File: src/sfp_map.svh
// Command codes, widths, reset values and timing constants of the program and erase controller.
`ifndef SFP_MAP_SVH
`define SFP_MAP_SVH
`define SFP_CMD_WREN 8'h06
`define SFP_CMD_WRDI 8'h04
`define SFP_ADDR_W 32
`define SFP_CLK_NS 4
`define SFP_LANE1 3'h1
`define SFP_LANE2 3'h2
`define SFP_LANE4 3'h4
`define SFP_BYTE_BITS 4'h8
`define SFP_NAB3 3'h3
`define SFP_NAB4 3'h4
`define SFP_PIN_RST 6'h20
`define SFP_WEL_RST 1'b0
`define SFP_TIMER_W 32
`endif

File: src/sfp_pkg.sv
// Types shared by the program and erase controller.
`include "sfp_map.svh"
package sfp_pkg;
    typedef enum logic [1:0] {
        sfp_ext = 2'b00,
        sfp_dual = 2'b01,
        sfp_quad = 2'b10
    } sfp_proto_t;
    typedef enum logic [3:0] {
        k_none = 4'b0000,
        k_wren = 4'b0001,
        k_wrdi = 4'b0010,
        k_pp = 4'b0011,
        k_difp = 4'b0100,
        k_edifp = 4'b0101,
        k_qifp = 4'b0110,
        k_eqifp = 4'b0111,
        k_sse = 4'b1000,
        k_se = 4'b1001,
        k_sus = 4'b1010,
        k_res = 4'b1011
    } sfp_kind_t;
    typedef enum logic [1:0] {
        st_idle = 2'b00,
        st_xfer = 2'b01,
        st_busy = 2'b10,
        st_susp = 2'b11
    } sfp_state_t;
    typedef enum logic [1:0] {
        op_prog = 2'b00,
        op_sse = 2'b01,
        op_se = 2'b10
    } sfp_op_t;
    typedef struct packed {
        logic [`SFP_ADDR_W-1:0] addr;
        logic [7:0] data;
    } sfp_wr_t;
    typedef struct packed {
        logic valid;
        sfp_op_t op;
        logic [`SFP_ADDR_W-1:0] addr;
    } sfp_op_req_t;
    typedef struct packed {
        logic prot_err;
        logic prog_err;
        logic erase_err;
        logic prog_susp;
        logic erase_susp;
        logic suspended;
    } sfp_flags_t;
endpackage

File: src/sfp_ctrl.sv
// Program and erase sequencer of a serial NOR flash, from the serial pins to the array port.
//
// Behaviour
// - Program accepted only with write enable latch set.
// - Self-timed program starts on chip select rise.
// - Command, address, data bytes; bits on rising clock.
// - Data past page end wraps to page start.
// - Only last page-size bytes kept; others untouched.
// - Busy bit high while program or erase runs.
// - Starting an operation clears the write enable latch.
// - Program timeout clears latch, sets program error.
// - Misframed chip select: nothing runs, latch kept.
// - Protected program: no run, bits 1 and 4.
// - Dual data variants on two lines, not quad.
// - Quad data variants on four lines, not dual.
// - Suspend pauses and resume continues the operation.
// - Code 06h sets the write enable latch.
// - Enable codes on one, two, four lines.
// - Every program or erase needs latch set.
// - Misframed write enable leaves latch at zero.
// - Code 04h clears the write enable latch.
// - Erase sets addressed subsector or sector to FFh.
// - Erase without latch ignored, no error flags.
// - Erase timeout clears latch, sets erase error.
// - Protected erase: no run, bits 1 and 5.
`timescale 1ns/1ps
module sfp_ctrl
    import sfp_pkg::*;
#(
    parameter int PAGE = 256,
    parameter int NUM_SECT = 512,
    parameter int SECT_SHIFT = 16,
    parameter int SUB_SHIFT = 12,
    parameter int FIFO_D = 2,
    parameter logic [7:0] CMD_PP = 8'hA1,
    parameter logic [7:0] CMD_DIFP = 8'hA2,
    parameter logic [7:0] CMD_EDIFP = 8'hA3,
    parameter logic [7:0] CMD_QIFP = 8'hA4,
    parameter logic [7:0] CMD_EQIFP = 8'hA5,
    parameter logic [7:0] CMD_SSE = 8'hA6,
    parameter logic [7:0] CMD_SE = 8'hA7,
    parameter logic [7:0] CMD_SUS = 8'hA8,
    parameter logic [7:0] CMD_RES = 8'hA9,
    parameter int PROG_TIME_NS = 2000,
    parameter int SSE_TIME_NS = 4000,
    parameter int SE_TIME_NS = 8000,
    parameter int TIMEOUT_NS = 400000
) (
    input wire logic clk,
    input wire logic resetn,
    input wire logic spi_cs_n,
    input wire logic spi_sck,
    input wire logic [3:0] spi_dq,
    input wire sfp_proto_t proto_mode,
    input wire logic four_byte_mode,
    input wire logic [NUM_SECT-1:0] sector_lock,
    input wire logic flag_clear,
    output sfp_wr_t arr_wr,
    output logic arr_wr_valid,
    input wire logic arr_wr_ready,
    output sfp_op_req_t arr_op,
    output logic arr_suspend,
    input wire logic arr_done,
    output logic status_wip,
    output logic status_wel,
    output sfp_flags_t flags
);
    localparam int PAGE_W = $clog2(PAGE);
    localparam int SIDX_W = $clog2(NUM_SECT);
    localparam int AW = `SFP_ADDR_W;
    localparam int TW = `SFP_TIMER_W;
    localparam logic [TW-1:0] PROG_CYC = TW'((PROG_TIME_NS + `SFP_CLK_NS - 1) / `SFP_CLK_NS);
    localparam logic [TW-1:0] SSE_CYC = TW'((SSE_TIME_NS + `SFP_CLK_NS - 1) / `SFP_CLK_NS);
    localparam logic [TW-1:0] SE_CYC = TW'((SE_TIME_NS + `SFP_CLK_NS - 1) / `SFP_CLK_NS);
    localparam logic [TW-1:0] TMO_CYC = TW'(TIMEOUT_NS / `SFP_CLK_NS);
    localparam logic [PAGE_W-1:0] LAST_COL = PAGE_W'(PAGE - 1);

    // ****************************************************************
    // Functions
    // ****************************************************************
    function automatic sfp_kind_t decode(input logic [7:0] code);
        sfp_kind_t k;
        k = k_none;
        if (code == `SFP_CMD_WREN) k = k_wren;
        else if (code == `SFP_CMD_WRDI) k = k_wrdi;
        else if (code == CMD_PP) k = k_pp;
        else if (code == CMD_DIFP) k = k_difp;
        else if (code == CMD_EDIFP) k = k_edifp;
        else if (code == CMD_QIFP) k = k_qifp;
        else if (code == CMD_EQIFP) k = k_eqifp;
        else if (code == CMD_SSE) k = k_sse;
        else if (code == CMD_SE) k = k_se;
        else if (code == CMD_SUS) k = k_sus;
        else if (code == CMD_RES) k = k_res;
        return k;
    endfunction

    function automatic logic [2:0] proto_lanes(input sfp_proto_t p);
        logic [2:0] w;
        w = `SFP_LANE1;
        if (p == sfp_dual) w = `SFP_LANE2;
        else if (p == sfp_quad) w = `SFP_LANE4;
        return w;
    endfunction

    // Phase 0 is the command byte, 1 the address, 2 the data.
    function automatic logic [2:0] lanes(input sfp_proto_t p, input sfp_kind_t k, input logic [1:0] ph);
        logic [2:0] w;
        w = proto_lanes(p);
        if (p == sfp_ext && ph == 2'h1) begin
            if (k == k_edifp) w = `SFP_LANE2;
            else if (k == k_eqifp) w = `SFP_LANE4;
            else w = `SFP_LANE1;
        end else if (p == sfp_ext && ph == 2'h2) begin
            if (k == k_difp || k == k_edifp) w = `SFP_LANE2;
            else if (k == k_qifp || k == k_eqifp) w = `SFP_LANE4;
            else w = `SFP_LANE1;
        end
        return w;
    endfunction

    function automatic logic prog_ok(input sfp_proto_t p, input sfp_kind_t k);
        logic ok;
        ok = 1'b0;
        case (k)
            k_pp: ok = 1'b1;
            k_difp, k_edifp: ok = (p != sfp_quad);
            k_qifp, k_eqifp: ok = (p != sfp_dual);
            default: ok = 1'b0;
        endcase
        return ok;
    endfunction

    // ****************************************************************
    // Pin synchronisers
    // ****************************************************************
    // A bit only moves once the second and third stages agree, so a single glitch sample is dropped.
    logic [5:0] pin_s1_q, pin_s2_q, pin_s3_q, pin_f_q;
    logic sck_prev_q, cs_prev_q;
    always_ff @(posedge clk or negedge resetn) begin
        if (!resetn) begin
            pin_s1_q <= `SFP_PIN_RST;
            pin_s2_q <= `SFP_PIN_RST;
            pin_s3_q <= `SFP_PIN_RST;
            pin_f_q <= `SFP_PIN_RST;
            sck_prev_q <= 1'b0;
            cs_prev_q <= 1'b1;
        end else begin
            pin_s1_q <= {spi_cs_n, spi_sck, spi_dq};
            pin_s2_q <= pin_s1_q;
            pin_s3_q <= pin_s2_q;
            pin_f_q <= (pin_f_q & (pin_s2_q ^ pin_s3_q)) | (pin_s3_q & ~(pin_s2_q ^ pin_s3_q));
            sck_prev_q <= pin_f_q[4];
            cs_prev_q <= pin_f_q[5];
        end
    end
    logic cs_n_f, sck_rise, cs_rise, cs_fall;
    logic [3:0] dq_f;
    assign cs_n_f = pin_f_q[5];
    assign dq_f = pin_f_q[3:0];
    assign sck_rise = pin_f_q[4] & ~sck_prev_q;
    assign cs_rise = cs_n_f & ~cs_prev_q;
    assign cs_fall = ~cs_n_f & cs_prev_q;

    // ****************************************************************
    // Frame deserialiser
    // ****************************************************************
    logic [7:0] sh_q, sh_d;
    logic [3:0] cnt_q, cnt_d;
    logic [2:0] bidx_q, nab, lane_w;
    logic [1:0] phase;
    logic got_data_q, byte_done;
    sfp_kind_t kind_q;
    logic [AW-1:0] addr_q;
    sfp_state_t st_q;
    assign nab = four_byte_mode ? `SFP_NAB4 : `SFP_NAB3;
    assign phase = (bidx_q == 3'h0) ? 2'h0 : ((bidx_q <= nab) ? 2'h1 : 2'h2);
    assign lane_w = lanes(proto_mode, kind_q, phase);
    always_comb begin
        case (lane_w)
            `SFP_LANE2: sh_d = {sh_q[5:0], dq_f[1:0]};
            `SFP_LANE4: sh_d = {sh_q[3:0], dq_f};
            default: sh_d = {sh_q[6:0], dq_f[0]};
        endcase
    end
    assign cnt_d = cnt_q + {1'b0, lane_w};
    assign byte_done = sck_rise & ~cs_n_f & (cnt_d == `SFP_BYTE_BITS);

    always_ff @(posedge clk or negedge resetn) begin
        if (!resetn) begin
            sh_q <= 8'h00;
            cnt_q <= 4'h0;
            bidx_q <= 3'h0;
            got_data_q <= 1'b0;
            kind_q <= k_none;
            addr_q <= '0;
        end else if (cs_n_f) begin
            cnt_q <= 4'h0;
            bidx_q <= 3'h0;
            got_data_q <= 1'b0;
        end else if (sck_rise) begin
            sh_q <= sh_d;
            cnt_q <= byte_done ? 4'h0 : cnt_d;
            if (byte_done) begin
                if (phase == 2'h0) kind_q <= decode(sh_d);
                else if (phase == 2'h1) addr_q <= {addr_q[AW-9:0], sh_d};
                else got_data_q <= 1'b1;
                if (phase != 2'h2) bidx_q <= bidx_q + 3'h1;
            end
        end
    end

    // ****************************************************************
    // Page buffer
    // ****************************************************************
    logic [7:0] page_q [PAGE];
    logic [PAGE-1:0] mask_q;
    logic [PAGE_W-1:0] col_q, idx_q;
    logic [AW+7:0] addr_ext;
    logic xfer_end, wr_byte;
    assign addr_ext = {addr_q, sh_d};
    assign wr_byte = byte_done & (phase == 2'h2) & (st_q == st_idle);
    always_ff @(posedge clk) begin
        if (wr_byte) page_q[col_q] <= sh_d;
    end
    always_ff @(posedge clk or negedge resetn) begin
        if (!resetn) begin
            mask_q <= '0;
            col_q <= '0;
        end else begin
            if ((cs_fall && st_q == st_idle) || xfer_end) mask_q <= '0;
            else if (wr_byte) mask_q[col_q] <= 1'b1;
            if (byte_done && phase == 2'h1 && bidx_q == nab) col_q <= addr_ext[PAGE_W-1:0];
            else if (wr_byte) col_q <= col_q + 1'b1;
        end
    end

    // ****************************************************************
    // Frame evaluation at chip select rise
    // ****************************************************************
    logic aligned, cmd_only, addr_done, locked, wel_q;
    logic ev_wren, ev_wrdi, ev_sus, ev_res, ev_prog_try, ev_prog_go, ev_prot_p;
    logic ev_erase_try, ev_erase_go, ev_prot_e, ev_done, ev_tmo;
    logic idle;
    assign idle = (st_q == st_idle);
    assign aligned = (cnt_q == 4'h0);
    assign cmd_only = aligned & (bidx_q == 3'h1);
    assign addr_done = aligned & (bidx_q == nab + 3'h1) & ~got_data_q;
    assign locked = sector_lock[addr_q[SECT_SHIFT +: SIDX_W]];
    assign ev_wren = cs_rise & idle & cmd_only & (kind_q == k_wren);
    assign ev_wrdi = cs_rise & idle & cmd_only & (kind_q == k_wrdi);
    assign ev_sus = cs_rise & (st_q == st_busy) & cmd_only & (kind_q == k_sus);
    assign ev_res = cs_rise & (st_q == st_susp) & cmd_only & (kind_q == k_res);
    assign ev_prog_try = cs_rise & idle & aligned & got_data_q & prog_ok(proto_mode, kind_q) & wel_q;
    assign ev_prot_p = ev_prog_try & locked;
    assign ev_prog_go = ev_prog_try & ~locked;
    assign ev_erase_try = cs_rise & idle & addr_done & (kind_q == k_sse || kind_q == k_se) & wel_q;
    assign ev_prot_e = ev_erase_try & locked;
    assign ev_erase_go = ev_erase_try & ~locked;

    // ****************************************************************
    // Two-entry buffer towards the array
    // ****************************************************************
    // Entry 0 is the head, so the array port is driven straight from flops.
    sfp_wr_t fifo_q [FIFO_D];
    logic [FIFO_D-1:0] fvld_q;
    logic push, pop, fifo_rdy;
    sfp_wr_t fifo_in;
    sfp_op_t op_q;
    logic [AW-1:0] op_addr_q;
    assign fifo_rdy = ~fvld_q[FIFO_D-1];
    assign pop = fvld_q[0] & arr_wr_ready;
    assign push = (st_q == st_xfer) & mask_q[idx_q] & fifo_rdy;
    assign fifo_in = '{addr: {op_addr_q[AW-1:PAGE_W], idx_q}, data: page_q[idx_q]};
    genvar gi;
    generate
        for (gi = 0; gi < FIFO_D; gi++) begin : g_fifo
            logic slot_hit;
            if (gi == 0) begin : g_first
                assign slot_hit = pop ? ~fvld_q[1] : ~fvld_q[0];
            end else if (gi == FIFO_D - 1) begin : g_last
                assign slot_hit = pop ? 1'b0 : (fvld_q[gi-1] & ~fvld_q[gi]);
            end else begin : g_mid
                assign slot_hit = pop ? (fvld_q[gi] & ~fvld_q[gi+1]) : (fvld_q[gi-1] & ~fvld_q[gi]);
            end
            always_ff @(posedge clk or negedge resetn) begin
                if (!resetn) begin
                    fifo_q[gi] <= '0;
                    fvld_q[gi] <= 1'b0;
                end else if (push && slot_hit) begin
                    fifo_q[gi] <= fifo_in;
                    fvld_q[gi] <= 1'b1;
                end else if (pop) begin
                    fifo_q[gi] <= (gi == FIFO_D - 1) ? '0 : fifo_q[(gi + 1) % FIFO_D];
                    fvld_q[gi] <= (gi == FIFO_D - 1) ? 1'b0 : fvld_q[(gi + 1) % FIFO_D];
                end
            end
        end
    endgenerate
    assign arr_wr = fifo_q[0];
    assign arr_wr_valid = fvld_q[0];

    // ****************************************************************
    // Operation sequencer
    // ****************************************************************
    logic [TW-1:0] timer_q, dur;
    logic done_seen_q;
    assign dur = (op_q == op_prog) ? PROG_CYC : ((op_q == op_sse) ? SSE_CYC : SE_CYC);
    assign xfer_end = (st_q == st_xfer) & (idx_q == LAST_COL) & (~mask_q[idx_q] | fifo_rdy);
    assign ev_done = (st_q == st_busy) & (timer_q >= dur) & (done_seen_q | arr_done) & ~fvld_q[0];
    assign ev_tmo = (st_q == st_busy) & ~ev_done & (timer_q >= TMO_CYC);
    always_ff @(posedge clk or negedge resetn) begin
        if (!resetn) begin
            st_q <= st_idle;
            idx_q <= '0;
            timer_q <= '0;
            done_seen_q <= 1'b0;
            op_q <= op_prog;
            op_addr_q <= '0;
        end else begin
            case (st_q)
                st_idle: begin
                    timer_q <= '0;
                    done_seen_q <= 1'b0;
                    idx_q <= '0;
                    if (ev_prog_go) begin
                        st_q <= st_xfer;
                        op_q <= op_prog;
                        op_addr_q <= addr_q;
                    end else if (ev_erase_go) begin
                        st_q <= st_busy;
                        op_q <= (kind_q == k_sse) ? op_sse : op_se;
                        op_addr_q <= (kind_q == k_sse) ? {addr_q[AW-1:SUB_SHIFT], {SUB_SHIFT{1'b0}}}
                                                       : {addr_q[AW-1:SECT_SHIFT], {SECT_SHIFT{1'b0}}};
                    end
                end
                st_xfer: begin
                    if (xfer_end) st_q <= st_busy;
                    else if (~mask_q[idx_q] | fifo_rdy) idx_q <= idx_q + 1'b1;
                end
                st_busy: begin
                    timer_q <= timer_q + 1'b1;
                    if (arr_done) done_seen_q <= 1'b1;
                    if (ev_done || ev_tmo) st_q <= st_idle;
                    else if (ev_sus) st_q <= st_susp;
                end
                st_susp: begin
                    if (arr_done) done_seen_q <= 1'b1;
                    if (ev_res) st_q <= st_busy;
                end
                default: st_q <= st_idle;
            endcase
        end
    end

    always_ff @(posedge clk or negedge resetn) begin
        if (!resetn) begin
            arr_op <= '0;
        end else begin
            arr_op.valid <= ((st_q == st_idle) && ev_erase_go) || xfer_end;
            if (xfer_end) begin
                arr_op.op <= op_prog;
                arr_op.addr <= op_addr_q;
            end else if (ev_erase_go) begin
                arr_op.op <= (kind_q == k_sse) ? op_sse : op_se;
                arr_op.addr <= (kind_q == k_sse) ? {addr_q[AW-1:SUB_SHIFT], {SUB_SHIFT{1'b0}}}
                                                 : {addr_q[AW-1:SECT_SHIFT], {SECT_SHIFT{1'b0}}};
            end
        end
    end

    // ****************************************************************
    // Status and flags
    // ****************************************************************
    always_ff @(posedge clk or negedge resetn) begin
        if (!resetn) status_wip <= 1'b0;
        else if (ev_prog_go || ev_erase_go) status_wip <= 1'b1;
        else if (ev_done || ev_tmo) status_wip <= 1'b0;
    end
    always_ff @(posedge clk or negedge resetn) begin
        if (!resetn) wel_q <= `SFP_WEL_RST;
        else if (ev_prog_go || ev_erase_go || ev_tmo) wel_q <= 1'b0;
        else if (ev_wren) wel_q <= 1'b1;
        else if (ev_wrdi) wel_q <= 1'b0;
    end
    assign status_wel = wel_q;
    // A hardware set in the same cycle as a software clear wins.
    always_ff @(posedge clk or negedge resetn) begin
        if (!resetn) begin
            flags <= '0;
        end else begin
            if (ev_prot_p || ev_prot_e) flags.prot_err <= 1'b1;
            else if (flag_clear) flags.prot_err <= 1'b0;
            if (ev_prot_p || (ev_tmo && op_q == op_prog)) flags.prog_err <= 1'b1;
            else if (flag_clear) flags.prog_err <= 1'b0;
            if (ev_prot_e || (ev_tmo && op_q != op_prog)) flags.erase_err <= 1'b1;
            else if (flag_clear) flags.erase_err <= 1'b0;
            if (ev_sus) begin
                flags.prog_susp <= (op_q == op_prog);
                flags.erase_susp <= (op_q != op_prog);
                flags.suspended <= 1'b1;
            end else if (ev_res || ev_done) begin
                flags.prog_susp <= 1'b0;
                flags.erase_susp <= 1'b0;
                flags.suspended <= 1'b0;
            end
        end
    end
    always_ff @(posedge clk or negedge resetn) begin
        if (!resetn) arr_suspend <= 1'b0;
        else if (ev_sus) arr_suspend <= 1'b1;
        else if (ev_res) arr_suspend <= 1'b0;
    end
endmodule

File: config.mk
export PLATFORM = sky130hd
export DESIGN_NAME = sfp_ctrl
export DESIGN_NICKNAME = d
export VERILOG_FILES = /design/src/sfp_pkg.sv /design/src/sfp_ctrl.sv
export VERILOG_INCLUDE_DIRS = /design/src
export SDC_FILE = /design/constraint.sdc
export NUM_CORES = 2
export LEC_CHECK = 0
export ABC_AREA = 1
export BUFFER_PORTS_ARGS = -buffer_cell sky130_fd_sc_hd__clkbuf_2
export CORE_MARGIN = 1.5
export CORE_UTILIZATION = 40
export CTS_CLUSTER_DIAMETER = 120
export DETAILED_ROUTE_END_ITERATION = 10
export PLACE_DENSITY = 0.61
export SYNTH_ARGS = -nofsm -noshare
export SYNTH_HDL_FRONTEND = slang
export SYNTH_SLANG_ARGS = --single-unit
File: constraint.sdc
create_clock -name clk -period 16 [get_ports clk]
set_clock_uncertainty 0.1 [all_clocks]
set_input_delay 4 -clock clk [delete_from_list [all_inputs] [get_ports clk]]
set_output_delay 4 -clock clk [all_outputs]
set_load 0.01 [all_outputs]
## Word-level counts from Yosys, hierarchy flattened

Memory sizes are Yosys's and may differ from the RTL's.
Index checks and enable logic that the tools add are counted.

- Bits in registers: 544
- RAM bits: 2048
- Input bits: 526
- Output and inout port bits: 85
- Logic and storage cells: 316
- Memories: 1

- Add/subtract/negate cells: 6
- Magnitude comparators: 7
- Equal/unequal tests: 49
- Multiplexer cells: 94
- Bitwise operators: 60
- Reductions and logical operators: 61

Memories:

| memory | words | width | rd ports | clocked after Yosys merged registers in | write ports | line | RTL |
|---|---|---|---|---|---|---|---|
| page_q | 256 | 8 | 1 | 0 | 1 | sfp_ctrl.sv:216 | `logic [7:0] page_q [PAGE];` |

Operators with widths:

| operator | count |
|---|---|
| $mux W256 | 2 |
| $or A256 B256 Y256 | 1 |
| $mux W40 | 4 |
| $eq A8 B8 Y1 const B | 10 |
| $mux W34 | 2 |
| $mux W32 | 2 |
| $pmux W32 S2 | 1 |
| $mux W4 | 14 |
| $mux W3 | 15 |
| $and A1 B1 Y1 | 42 |
| $reduce_bool A2 Y1 | 19 |
| $add A32 B1 Y32 const B | 1 |
| $ge A32 B11 Y1 | 1 |
| $ge A32 B17 Y1 const B | 1 |
| $mux W8 | 4 |
| $pmux W8 S2 | 2 |
| $mux W1 | 28 |
| $mux W11 | 2 |
| $mux W2 | 11 |
| $eq A4 B4 Y1 const B | 5 |
| $lt A8 B9 Y1 const B | 2 |
| $add A8 B1 Y8 const B | 2 |
| $eq A4 B3 Y1 const B | 4 |
| $eq A8 B3 Y1 const B | 2 |
| 41 further kinds | 100 |

## Logic depth before layout (Yosys ltp)

- Depth in word-level cells: 22
- Mapped depth: 26
- Depth with buffers taken out: 25

## Worst setup path before layout

OpenSTA, ideal clock, no wires.

- Kind: input to register
- Start: input four_byte_mode
- End: memory page_q[0][5], data pin
- Library setup time: 1.547 ns
- Arrival: 8.577 ns
- Data required time: 14.353 ns
- Setup slack: 5.776 ns
- Cell stages on the path: 13
- Path buffers: 0
- Cells stage by stage: inv_1 ha_1 nand2_1 nor2_2 inv_1 nand2_1 nand3_2 nand3_1 nand2_2 nor2_4 nand2_4 nand3_1 nand3_1

- Cells in the longest elaborated chain, start to end: 10
- Elaborated cells between the ends (all ways): 13
- Those cells by class: order compare (1); eq/ne (4); mux (6); reduce/logical (2)

Ends and longest elaborated chain:

| element | line | RTL |
|---|---|---|
| from (decl) | sfp_ctrl.sv:55 | `input wire logic four_byte_mode,` |
| $mux W3 (no line) (*) | - |  |
| $le A3 B3 Y1 (*) | sfp_ctrl.sv:177 | `assign phase = (bidx_q == 3'h0) ? 2'h0 : ((bidx_q <= nab) ? 2'h1 : 2'h2);` |
| $mux W2 (*) (2 in a row) | sfp_ctrl.sv:177 |  |
| $eq A2 B2 Y1 | sfp_ctrl.sv:114 | `end else if (p == sfp_ext && ph == 2'h2) begin` |
| $logic_and A1 B1 Y1 | sfp_ctrl.sv:114 |  |
| $mux W3 | sfp_ctrl.sv:114 |  |
| $mux W3 (*) | sfp_ctrl.sv:110 | `if (p == sfp_ext && ph == 2'h1) begin` |
| $eq A3 B3 Y1 or $eq A3 B2 Y1 (tied branches) | sfp_ctrl.sv:180 | `case (lane_w)` |
| $pmux W8 S2 (*) | sfp_ctrl.sv:180 |  |
| net sh_d[5] | sfp_ctrl.sv:168 | `logic [7:0] sh_q, sh_d;` |
| to (decl) | sfp_ctrl.sv:216 |  |

Mark *: on every way through the listed nets, which the timed path passes. The rest lies on a longest branch.

## Final worst setup path

- Start: input four_byte_mode
- End: memory page_q[146][2], enable pin

- Cells in the longest elaborated chain, start to end: 15
- Elaborated cells between the ends (all ways): 17
- Those cells by class: add/sub (1); order compare (1); eq/ne (3); mux (7); bitwise (3); reduce/logical (2)

Ends and longest elaborated chain:

| element | line | RTL |
|---|---|---|
| $mux W3 (no line) (*) | - |  |
| $le A3 B3 Y1 (*) | sfp_ctrl.sv:177 |  |
| $mux W2 (*) (2 in a row) | sfp_ctrl.sv:177 |  |
| $eq A2 B2 Y1 | sfp_ctrl.sv:114, sfp_ctrl.sv:222 |  |
| $logic_and A1 B1 Y1 | sfp_ctrl.sv:114 |  |
| $mux W3 | sfp_ctrl.sv:114 |  |
| $mux W3 | sfp_ctrl.sv:110 |  |
| $add A4 B3 Y4 | sfp_ctrl.sv:186 | `assign cnt_d = cnt_q + {1'b0, lane_w};` |
| $eq A4 B4 Y1 (no line) | - |  |
| $and A1 B1 Y1 | sfp_ctrl.sv:187 | `` assign byte_done = sck_rise & ~cs_n_f & (cnt_d == `SFP_BYTE_BITS); `` |
| $and A1 B1 Y1 (*) (2 in a row) | sfp_ctrl.sv:222 | `assign wr_byte = byte_done & (phase == 2'h2) & (st_q == st_idle);` |
| $mux W1 (*) | sfp_ctrl.sv:224 | `if (wr_byte) page_q[col_q] <= sh_d;` |
| $mux W1 (not written as such) (*) | sfp_ctrl.sv:224 |  |

Mark *: on every way between the ends. The rest lies on a longest branch, timed or not.

==> impl_metrics.csv <==
group,metric,value,unit
run_status,run_status,"finished, final reports clean",
clock_network,cts_resized,0,
detailed_routing,num_vias,82886,
sta,timing.final.hold_violations,0,
hold_path,hold_depth,0,
clock_network,clockBufferDepth,4,
detailed_routing,drt_iter0_drc,11736,
sta,tightest_slew,1350,ps
clock_network,h-tree-depth,5,
global_route,grt.overflow.total,0,
setup_path,reg2regPathDepth,17,
floorplanning,start_util,0.402,
clock_network,clk_pin_slew,60,ps
detailed_routing,detail_route.wl_per_cell,26.9,µm
clock_network,cts_buffers,286,
place,place_area,0.115,mm²
floorplanning,die_area,0.278,mm²
cells_and_area,final_common_cell,"nor2_1",
setup_path,critPathKind,"primary input to flop",
synthesis,ys_seq_area_frac,0.684,
power_and_ir_drop,ir_drop,0.154,mV
synthesis,ys_seq_elements,2592,
setup_path,crit_family,"simple AND/OR/NAND/NOR gates",
clock_network,hold_buffers,0,
setup_path,end_kind,"flop",
power_and_ir_drop,leakagePower,44.9,nW
floorplanning,io_pins,611,
synthesis,synth-compound-area-share,0.135,
place,finalWeightedCongestion,0.970,
synthesis,syn_inst,9882,
setup_path,critPathMaxStageDelay,910,ps
global_route,grt_pass1_vias,79346,
synthesis,netlist_area,0.110,mm²
clock_network,cts_setup_buffers,0,
setup_path,cp_common_cell,"nand2_1",
detailed_routing,antenna_left,0,
place,dp_hpwl,235,mm
synthesis,synth_fa_ha_area_frac,0.00358,
detailed_routing,drt_wl_total,376,mm
sta,tns,0,ps
sta,period_share,0.584,
detailed_routing,drc,0,
global_route,grt_pass1_wl,540,mm
setup_path,timing.rr.end,"mask_q[50]$_DFFE_PN0P_",
sta,rsz0062_at_grt,"false",
hold_path,holdPathEnd,"pin_s2_q[0]$_DFF_PN0_",
synthesis,syn_avg_cell_area,11.1,µm²
hold_path,min_from,"pin_s1_q[0]$_DFF_PN0_",
cells_and_area,postLayoutCellArea,0.124,mm²
sta,fmax,107,MHz
setup_path,arrival,9820,ps
synthesis,synth_cell_types,51,
detailed_routing,drt-pass1-iter-count,9,
setup_path,critical_path_buf_inv_count,6,
sta,holdWs,246,ps
synthesis,synth_top_family_by_area,"simple AND/OR/NAND/NOR gates",
floorplanning,rows,192,
synthesis,synthMuxAreaShare,0,
setup_path,path_max_fanout,16,
setup_path,startpoint_type,"primary input",
cells_and_area,nNetsFinal,10717,
sta,finalCriticalPeriod,9350,ps
synthesis,synth_xor_area_frac,0.000798,
floorplanning,coreArea,0.273,mm²
synthesis,yosys.area_share.simple,0.136,
setup_path,worst-r2r-setup-slack,7800,ps
clock_network,clkSinkCount,2592,
power_and_ir_drop,finalPower,18.7,mW
flow_run,drv_cap,0,
synthesis,synth_top_flop_cell,"edfxtp_1",
sta,slew_headroom,0.0912,
synthesis,synth_async_sr_flop_share,0.210,
floorplanning,die_y,527,µm
global_route,grt_use_total,0.262,
setup_path,critical_path.cell_chain,"clkbuf_2 -> inv_1 -> ha_1 -> nand2_1 -> nor2_2 -> inv_1 -> nand2_1 -> nand3_2 -> inv_1 -> nand3_1 -> nand2_1 -> ha_1 -> inv_1 -> fa_1 -> nand2_1 -> nor3b_1 -> nand2_1 -> inv_2 -> nand2_2 -> nor3_2 -> nand2_1 -> nor2_1",
cells_and_area,areaGrowthSynthToFinish,13.1,%
synthesis,synth_nets,10434,
sta,drv_slew,0,
power_and_ir_drop,power.density,150,mW/mm²
place,port_buffers,610,
hold_path,hold_class,"flop to flop",
clock_network,clkLatencyLatePin,960,ps
global_route,grt_antenna_before_repair,17,
detailed_routing,via_per_inst,5.93,
setup_path,critical-path-slowest-cell,"nand2_1",
floorplanning,die_w,527,µm
sta,final-setup-viol-count,0,
synthesis,ys_warn_count,0,
global_route,grt_max_degree,201,
clock_network,root_buffer,"clkbuf_16",
setup_path,required,16470,ps
cells_and_area,mostFrequentLayoutCells,"nor2_1 (2,219), edfxtp_1 (2,048), o21ai_0 (1,472)",
synthesis,synth_edf_count,2048,
clock_network,cts_tree,"done",
cells_and_area,drive_gt1_frac,0.117,
setup_path,timing.rr.start,"idx_q[0]$_DFFE_PN0P_",
## synthesized netlist by cell type, types with 38 or more instances
cell type,n,area (µm²)
o21ai_1,87,435
buf_2,194,971
nor2_1,2221,8340
o21ai_0,1473,7370
nand3_1,617,3090
o211ai_1,119,893
a21oi_1,140,701
o22ai_1,480,3000
inv_1,219,822
nand4_1,38,238
clkbuf_1,413,1550
nand2_1,747,2800
o221ai_1,212,1860
edfxtp_1,2048,61500
buf_4,88,661
dfrtp_1,539,13500
## final cells by class
cell class | count | area, µm²
multi-input combinational | 6302 | 30300
tap | 3589 | 4490
clock buffer | 394 | 7950
antenna | 16 | 40.0
clock inverter | 100 | 998
fill | 24853 | 149000
inverter | 238 | 953
sequential | 2592 | 75100
timing repair buffer | 745 | 4280
## worst reg2reg max path: cells and delay by family, from the launching register on
kind / cells / cell delay [ps]
buf+inv: 5 / 3520
simple gates: 10 / 2990
flops: 1 / 940
compound gates: 2 / 550
## stage by stage
step / std cells / util / setup slack [ps]
floorplan: 9882 / - / 5780
global placement: 13466 / 0.421 / 5990
detailed placement: 13466 / 0.421 / 5940
CTS: 13960 / 0.454 / 6900
global route: 13965 / 0.454 / 6420
finish: 13976 / 0.454 / 6650
## power breakdown
group | internal [mW] | switching, mW | total [mW]
Clock | 3.77 | 2.62 | 6.39
Combinational | 0.846 | 3.22 | 4.07
Sequential | 8.10 | 0.130 | 8.23
Total | 12.7 | 5.97 | 18.7
## worst max path at each step
| stage | start | end | cells past startpoint |
|---|---|---|---|
| after floorplan | four_byte_mode | page_q[0][5]$_DFFE_PP_ | 13 |
| after global placement | four_byte_mode | page_q[94][5]$_DFFE_PP_ | 21 |
| after detailed placement | four_byte_mode | page_q[85][0]$_DFFE_PP_ | 22 |
| after CTS | four_byte_mode | page_q[220][7]$_DFFE_PP_ | 22 |
| after global routing | four_byte_mode | page_q[153][6]$_DFFE_PP_ | 22 |
| final | four_byte_mode | page_q[146][2]$_DFFE_PP_ | 22 |
## sequential cells by signal (all words and copies together) (netlist names), 8 cells and up, named ones only
name,count
timer_q,32
idx_q,8
arr_wr,40
addr_q,32
mask_q,256
fifo_q,40
arr_op,35
page_q,2048
op_addr_q,32
col_q,8
## metal layers
| metal | up-vias | GRT usage | wire (µm) |
|---|---|---|---|
| met5 | - | 0 | 46 |
| met3 | 779 | 0.0535 | 37300 |
| met1 | 41029 | 0.353 | 150000 |
| li1 | 36175 | - | - |
| met4 | 8 | 0.123 | 18000 |
| met2 | 4895 | 0.408 | 171000 |
## cell families after synthesis
family | count (synthesis)
xor gates and xnor gates | 10
adders and majority gates | 32
buffers and inverters | 988
DFF | 2592
and+or+nand+nor | 3692
AOI/OAI and AO/OA | 2568
(Power assumes the default switching activity.)
